==> src/shared/iap_pkg.sv <==
// Shared constants and types for the memory space selector
package iap_pkg;
  // Register addresses on the special function register port
  localparam logic [7:0] MEMORY_CONTROL_ADDR = 8'h96;
  localparam logic [7:0] POINTER_CONFIG_ADDR = 8'hA2;
  localparam logic [7:0] MEMORY_CONTROL_RESET = 8'h00;
  localparam logic [7:0] POINTER_CONFIG_RESET = 8'h00;
  // Field positions
  localparam int PROG_WRITE_EN_BIT = 7;
  localparam int DATA_FLASH_EN_BIT = 3;
  localparam int SIGNATURE_SEL_BIT = 3;
  // Bits that always read as zero
  localparam logic [7:0] MEMORY_CONTROL_RO0 = 8'h03;
  localparam logic [7:0] POINTER_CONFIG_RO0 = 8'h06;
  // Address boundaries
  localparam logic [15:0] CODE_TOP_8K = 16'h1FFF;
  localparam logic [15:0] CODE_TOP_4K = 16'h0FFF;
  localparam logic [15:0] FLASH_DATA_TOP = 16'h00FF;
  localparam logic [15:0] SIGNATURE_TOP = 16'h01FF;

  // Destination memory space of one access
  typedef enum logic [2:0] {
    SPACE_CODE = 3'h0,
    SPACE_EXT_CODE = 3'h1,
    SPACE_FLASH_DATA = 3'h2,
    SPACE_EXT_DATA = 3'h3,
    SPACE_SIGNATURE = 3'h4
  } space_t;

  // Program write sequencer, one bit changes per step except RESUME back to IDLE
  typedef enum logic [1:0] {
    WR_IDLE = 2'h0,
    WR_WAIT = 2'h1,
    WR_RESUME = 2'h3
  } wr_state_t;

  // Access issued by the CPU core
  typedef struct packed {
    logic valid;
    logic write;
    logic movx;
    logic [15:0] addr;
    logic [7:0] wdata;
  } mem_req_t;

  // Access routed to one memory space
  typedef struct packed {
    logic valid;
    logic write;
    space_t space;
    logic [15:0] addr;
    logic [7:0] wdata;
  } mem_route_t;
endpackage

==> src/rtl/iap_address_space_select.sv <==
// Memory space selector and program memory write control
`timescale 1ns/10ps

module iap_address_space_select #(
  parameter bit CODE_8K = 1'b1
) (
  input wire logic ref_clk,
  input wire logic resetn,
  input wire logic prog_fuse_pin,
  input wire logic [7:0] sfr_addr,
  input wire logic sfr_wr,
  input wire logic [7:0] sfr_wdata,
  output logic [7:0] sfr_rdata,
  input wire iap_pkg::mem_req_t cpu_req,
  output iap_pkg::mem_route_t mem_route,
  output logic nvm_write_start,
  input wire logic nvm_write_done,
  output logic cpu_idle,
  output logic cpu_resume,
  output logic program_mem_write_enable
);
  import iap_pkg::*;

  // Decide the space of one access from the current settings
  function automatic space_t map_space(input logic prog_en, input logic sign_sel,
                                       input logic dflash_en, input logic movx,
                                       input logic [15:0] addr);
    logic in_code;
    in_code = CODE_8K ? (addr <= CODE_TOP_8K) : (addr <= CODE_TOP_4K);
    map_space = SPACE_EXT_DATA;
    if (movx) begin
      if (prog_en) begin
        // Whole code window goes to the chosen array; no finer signature split
        if (in_code) begin
          map_space = sign_sel ? SPACE_SIGNATURE : SPACE_CODE;
        end
      end else if (dflash_en && addr <= FLASH_DATA_TOP) begin
        map_space = SPACE_FLASH_DATA;
      end
    end else if (sign_sel) begin
      map_space = SPACE_SIGNATURE;
    end else begin
      map_space = in_code ? SPACE_CODE : SPACE_EXT_CODE;
    end
  endfunction

  // Writes that stall the core: program code or the signature array
  function automatic logic is_prog_space(input space_t sp);
    is_prog_space = (sp == SPACE_CODE) || (sp == SPACE_SIGNATURE);
  endfunction

  // Writes that launch a page write of any kind
  function automatic logic is_page_space(input space_t sp);
    is_page_space = is_prog_space(sp) || (sp == SPACE_FLASH_DATA);
  endfunction

  // Synchroniser stages and registered state
  logic fuse_s1_r, fuse_s2_r, fuse_s3_r;
  logic fuse_ok_r, fuse_ok_nxt;
  logic [7:0] memory_control_r, memory_control_nxt;
  logic [7:0] pointer_config_r, pointer_config_nxt;
  logic [7:0] rdata_r, rdata_nxt;
  mem_route_t route_r, route_nxt;
  wr_state_t wr_state_r, wr_state_nxt;
  logic start_r, start_nxt;
  logic idle_r, idle_nxt;
  logic resume_r, resume_nxt;
  logic iap_en_r, iap_en_nxt;
  // Settings as the decode sees them
  logic iap_eff;
  logic signature_select;
  logic data_flash_enable;
  space_t req_space;

  // Fuse is a pin; three stages, change taken when last two agree
  // A blip shorter than two cycles never reaches the enable
  always_ff @(posedge ref_clk or negedge resetn) begin
    if (!resetn) begin
      fuse_s1_r <= 1'b0;
      fuse_s2_r <= 1'b0;
      fuse_s3_r <= 1'b0;
    end else begin
      fuse_s1_r <= prog_fuse_pin;
      fuse_s2_r <= fuse_s1_r;
      fuse_s3_r <= fuse_s2_r;
    end
  end

  // Fuse state resets to disabled, the safe side
  always_comb begin
    fuse_ok_nxt = fuse_ok_r;
    if (fuse_s2_r == fuse_s3_r) begin
      fuse_ok_nxt = fuse_s3_r;
    end
  end

  // Effective settings used by the decode
  assign iap_eff = memory_control_r[PROG_WRITE_EN_BIT] & fuse_ok_r;
  assign signature_select = pointer_config_r[SIGNATURE_SEL_BIT];
  assign data_flash_enable = memory_control_r[DATA_FLASH_EN_BIT];
  assign req_space = map_space(iap_eff, signature_select, data_flash_enable,
                               cpu_req.movx, cpu_req.addr);

  // Register writes and reads
  always_comb begin
    memory_control_nxt = memory_control_r;
    pointer_config_nxt = pointer_config_r;
    rdata_nxt = 8'h00;
    // Reserved bits are dropped on the way in, so reads need no mask
    if (sfr_wr && sfr_addr == MEMORY_CONTROL_ADDR) begin
      memory_control_nxt = sfr_wdata & ~MEMORY_CONTROL_RO0;
    end
    if (sfr_wr && sfr_addr == POINTER_CONFIG_ADDR) begin
      pointer_config_nxt = sfr_wdata & ~POINTER_CONFIG_RO0;
    end
    // Fuse off wins over any write of one
    if (!fuse_ok_r) begin
      memory_control_nxt[PROG_WRITE_EN_BIT] = 1'b0;
    end
    // Read data is registered: the address of the last cycle answers
    if (sfr_addr == MEMORY_CONTROL_ADDR) begin
      rdata_nxt = memory_control_r;
      rdata_nxt[PROG_WRITE_EN_BIT] = iap_eff;
    end else if (sfr_addr == POINTER_CONFIG_ADDR) begin
      rdata_nxt = pointer_config_r;
    end
  end

  // Route accesses and sequence nonvolatile writes
  always_comb begin
    route_nxt = '0;
    wr_state_nxt = wr_state_r;
    start_nxt = 1'b0;
    idle_nxt = idle_r;
    resume_nxt = 1'b0;
    // Same-cycle view of the enable so the output never lags the decode
    iap_en_nxt = memory_control_nxt[PROG_WRITE_EN_BIT] & fuse_ok_nxt;
    // Requests are only taken in the idle state
    case (wr_state_r)
      WR_IDLE: begin
        if (cpu_req.valid) begin
          route_nxt.valid = 1'b1;
          route_nxt.write = cpu_req.write;
          route_nxt.space = req_space;
          route_nxt.addr = cpu_req.addr;
          route_nxt.wdata = cpu_req.wdata;
          if (cpu_req.write && is_page_space(req_space)) begin
            // Same page write kick for flash data, code and signature
            start_nxt = 1'b1;
          end
          if (cpu_req.write && is_prog_space(req_space)) begin
            // Program writes also stall the core until done
            idle_nxt = 1'b1;
            wr_state_nxt = WR_WAIT;
          end
        end
      end
      WR_WAIT: begin
        // Requests are ignored; the core is stalled anyway
        // A done pulse seen in any other state is dropped
        if (nvm_write_done) begin
          idle_nxt = 1'b0;
          resume_nxt = 1'b1;
          wr_state_nxt = WR_RESUME;
        end
      end
      WR_RESUME: begin
        // One cycle gap so the next fetch follows the store
        wr_state_nxt = WR_IDLE;
      end
      default: begin
        // Stray state: go idle and release the core
        wr_state_nxt = WR_IDLE;
        idle_nxt = 1'b0;
      end
    endcase
  end

  // State registers
  // Everything clears together, so no access leaks across a reset
  always_ff @(posedge ref_clk or negedge resetn) begin
    if (!resetn) begin
      fuse_ok_r <= 1'b0;
      memory_control_r <= MEMORY_CONTROL_RESET;
      pointer_config_r <= POINTER_CONFIG_RESET;
      rdata_r <= 8'h00;
      route_r <= '0;
      wr_state_r <= WR_IDLE;
      start_r <= 1'b0;
      idle_r <= 1'b0;
      resume_r <= 1'b0;
      iap_en_r <= 1'b0;
    end else begin
      fuse_ok_r <= fuse_ok_nxt;
      memory_control_r <= memory_control_nxt;
      pointer_config_r <= pointer_config_nxt;
      rdata_r <= rdata_nxt;
      route_r <= route_nxt;
      wr_state_r <= wr_state_nxt;
      start_r <= start_nxt;
      idle_r <= idle_nxt;
      resume_r <= resume_nxt;
      iap_en_r <= iap_en_nxt;
    end
  end

  // Outputs straight from flops
  // The enable output equals the enable the decode uses in that cycle
  assign sfr_rdata = rdata_r;
  assign mem_route = route_r;
  assign nvm_write_start = start_r;
  assign cpu_idle = idle_r;
  assign cpu_resume = resume_r;
  assign program_mem_write_enable = iap_en_r;
endmodule

==> config.mk <==
export PLATFORM = sky130hd
export DESIGN_NAME = iap_address_space_select
export DESIGN_NICKNAME = d
export VERILOG_FILES = /design/src/shared/iap_pkg.sv /design/src/rtl/iap_address_space_select.sv
export SDC_FILE = /design/constraint.sdc
export NUM_CORES = 1
export LEC_CHECK = 0
export BUFFER_PORTS_ARGS = -buffer_cell sky130_fd_sc_hd__buf_2
export CAP_MARGIN = 20
export CORE_MARGIN = 2
export CORE_UTILIZATION = 46
export DETAILED_ROUTE_END_ITERATION = 8
export GPL_TIMING_DRIVEN = 0
export PLACE_DENSITY = 0.84
export SLEW_MARGIN = 5
export SYNTH_ARGS = -nofsm -noshare
export SYNTH_HDL_FRONTEND = slang
export SYNTH_SLANG_ARGS = --single-unit
export TNS_END_PERCENT = 30
==> constraint.sdc <==
create_clock -name ref_clk -period 1.6 [get_ports ref_clk]
set_clock_uncertainty 0.1 [all_clocks]
set_input_delay 0.4 -clock ref_clk [delete_from_list [all_inputs] [get_ports ref_clk]]
set_output_delay 0.4 -clock ref_clk [all_outputs]
set_load 0.02 [all_outputs]
==> impl_results.md <==
- Nets@finish: 293
- Int Power: 2.55 mW
- Worst R2R Setup Slack: 90 ps
- Overall routing resource usage: 17.2%
- Switching Fraction: 26.9%
- Insertion delay to the later sink of the worst-skew pair: 320 ps
- Leakage: 1.53 nW
- Violated checks: negative hold slack
- DP Cell Count: 287
- Syn Area/Cell: 13.9 um2
- Longest Clk Path Bufs: 2
- Worst hold slack: -5.73 ps
- Clock sinks: 58
- Root buffer cell: clkbuf_8
- Die Height: 70.9 um
- HPWL Detailed: 2910 um
- Post-DP Area: 0.00258 mm2
- Netlist cell types: 31
- Vias: 1,438
- Seq/Total Area, Yosys: 70.4%
- Final non-filler cell total: 302
- Final setup TNS: 0 ps
- Slowest stage cell on the critical path: or4b_1
- RR Endpoint: nvm_write_start
- DRC viols: 0
- Vias in the first global route: 1,439
- TritonRoute pass-1 iters: 4
- Met2 GRT Util: 25.6%
- Inserted Clock Buffers: 9
- Pwr per Cell Area: 1260 mW/mm2
- Die width: 70.9 um
- Peak supply drop: 0.876 mV
- Critical path arrival: 1680 ps
- Synth warn: 0
- Area Growth Syn to Fin: 33.8%
- Mapped Area: 0.00206 mm2
- CP max stage delay: 440 ps
- Met3 usage: 6.41%
- Hold Fails Final Rpt: 3
- Initial core utilization: 47.7%
- # diodes: 0
- CP cell instances: or4b_1 -> o31ai_1 -> o2bb2ai_1 -> and2_1
- First-pass GRT wire length: 6440 um
- Top delay family on crit path: simple AND/OR/NAND/NOR gates
- Crit path kind: reg -> reg
- Hold WC Path Type: in -> async
- WL final: 3870 um
- I/O pin count: 89
- Crit-path max FO: 3
- Sw power: 0.937 mW
- Buf+Inv Stages, Crit Path: 0
- Finished layout cell area: 0.00276 mm2
- Initial DRC Count: 74
- Total core area: 0.00432 mm2
- Tmin final: 1510 ps
- Initial antenna violation count: 0
- Ratio of cells with drive above 1 in the final layout: 43.2%
- Die Area: 0.00503 mm2
- Hold buffer count at CTS: 0
- Vias per Instance: 4.76
- Slew Viols, Final: 0
- RSZ-0062 raised after global routing: no
- Overflow after GRT: 0
- Max Cap Viol: 0
- CTS clock-pin slew for the worst setup and hold paths: 60 ps
- Syn Nets: 196
- CP Launch Type: flip-flop
- Gpl congestion: 0.825
- CP Data Required Time: 1760 ps
- Flop pwr share: 48.3%
- Outcome: finished with violations
- H-tree levels: 3
- Largest net degree at the start of global routing: 31
- Final period utilization: 94.6%
- Synth Register Bits: 58
- Post-route ant nets: 0
- Reg2Reg Launch Point: memory_control_r[3]
- Clock power share: 34.4%
- Worst slew pin tran: 635 ps
- CTS tree: done
- Number of fill cells: 358
- Setup Fix Bufs, Post-CTS: 0
- Power share of the combinational group: 17.3%
- Slew HR: 57.7%
- Cell count of the worst reg-to-reg path: 4
- Row count: 24
- Gr busiest metal: met2
- Port Buf Inserts: 86
- Setup Viol. Count Final: 0
- Mapped Cells: 148
- DR WL/cell: 12.8 um
- Critical path capture point type: flip-flop
- Fmax: 661 MHz
- Met1 Track Usage GR: 20.6%
==> worst max path at each step <==
stage	startpoint	endpoint	slack (ps)	cells after the start
6_report	memory_control_r[3]	nvm_write_start	90	4
5_1_grt	wr_state_r[0]	mem_route[26]	5	5
4_1_cts	wr_state_r[0]	mem_route[7]	30	5
3_5_place_dp	sfr_addr[2]	pointer_config_r[7]	-190	4
3_3_place_gp	sfr_addr[2]	pointer_config_r[5]	-180	4
2_1_floorplan	cpu_req[20]	nvm_write_start	70	4
==> metrics by stage <==
step / utilization (%) / power [mW] / hold WS, ps / setup slack (ps)
finish: 63.7 / 3.48 / -5.73 / 86.5
global route: 63.7 / 3.68 / 46.0 / 4.84
CTS: 63.8 / 3.54 / 12.6 / 27.2
detailed placement: 59.6 / 2.33 / 238 / -193
global placement: 59.1 / 2.30 / 234 / -183
floorplan: - / 2.06 / 4.41 / 68.1
==> flip-flops by register name (all words and copies together) (netlist names) <==
register / flops
fuse_s1_r: 1
nvm_write_start: 1
fuse_s3_r: 1
fuse_ok_r: 1
cpu_idle: 1
fuse_s2_r: 1
pointer_config_r: 6
cpu_resume: 1
mem_route: 29
sfr_rdata: 7
memory_control_r: 6
program_mem_write_enable: 1
wr_state_r: 2
==> layout by cell type (no fill, tap or decap), drive strengths merged, types with 2 or more instances in the layout <==
cell type	count
inv	2
nor2	9
nand2	4
o21a	2
dfrtp	58
nand3	4
buf	90
clkinv	2
and3	7
nor2b	2
and2	25
a22oi	4
mux2	11
clkbuf	15
==> layer usage <==
| layer | vias to the layer above | wire length [um] |
|---|---|---|
| met2 | 54 | 1870 |
| met5 | - | 0 |
| met1 | 681 | 1580 |
| met3 | 8 | 315 |
| met4 | 0 | 95 |
| li1 | 695 | - |
==> worst reg2reg max path: cells and delay by family, from the launching register on <==
family	cells	cell delay, ps
flops	1	360
simple gates	2	580
compound gates	2	420
==> layout make-up <==
cell class	instances	area (um2)	share of cell area [%]
Sequential cell	58	1450	52.7
Multi-Input combinational cell	83	577	20.9
Timing Repair Buffer	87	450	16.3
Clock buffer	14	173	6.26
Tap cell	52	65.1	2.36
Buffer	4	22.5	0.817
Clock inverter	2	10.0	0.363
Inverter	2	7.51	0.272
==> cells by family (layout without fill, tap and decap cells) <==
family / after synthesis / count (layout) / share of synthesized area [%]
DFF: 58 / 58 / 70.4
other: 1 / 1 / 0.182
buffers and inverters: 7 / 109 / 1.58
AOI/OAI and AO/OA: 13 / 13 / 4.61
adders and majority gates: 1 / 1 / 0.486
and+or+nand+nor: 56 / 56 / 16.2
muxes: 12 / 12 / 6.50
==> synth_stat cells <==
cell type / n / area (um2)
dfrtp_1: 58 / 1450
and2_1: 24 / 150
mux2_1: 11 / 124
nor2_1: 9 / 33.8
and3_1: 7 / 43.8
a22oi_1: 4 / 30.0
nand2_1: 4 / 15.0
nand3_1: 3 / 15.0
buf_2: 2 / 10.0
clkbuf_1: 2 / 7.51
inv_1: 2 / 7.51
nor2b_1: 2 / 12.5
o21a_1: 2 / 15.0
a21oi_1: 1 / 5.00
a32oi_1: 1 / 8.76
and2_2: 1 / 7.51
and4_1: 1 / 8.76
and4b_1: 1 / 10.0
buf_4: 1 / 7.51
conb_1: 1 / 3.75
maj3_1: 1 / 10.0
mux2i_1: 1 / 10.0
nand3_2: 1 / 10.0
nor3_1: 1 / 5.00
nor3b_2: 1 / 12.5
o21ai_0: 1 / 5.00
o22ai_1: 1 / 6.26
o2bb2ai_1: 1 / 8.76
o31ai_1: 1 / 7.51
o32ai_1: 1 / 8.76
or4b_1: 1 / 10.0
==> power groups by stage <==
stage / combinational [mW] / clock [mW] / sequential (mW)
2_1_floorplan: 0.176 / 0 / 1.88
3_3_place_gp: 0.594 / 0 / 1.70
3_5_place_dp: 0.616 / 0 / 1.71
4_1_cts: 0.616 / 1.24 / 1.69
5_1_grt: 0.665 / 1.31 / 1.70
6_report: 0.603 / 1.20 / 1.68
==> what timing repair did <==
item	4_1_cts	5_1_grt
gates resized for setup	0	2
endpoints found under the setup margin	0	19
endpoints found under the hold margin	0	0
Power figures use the tool's default switching activity.
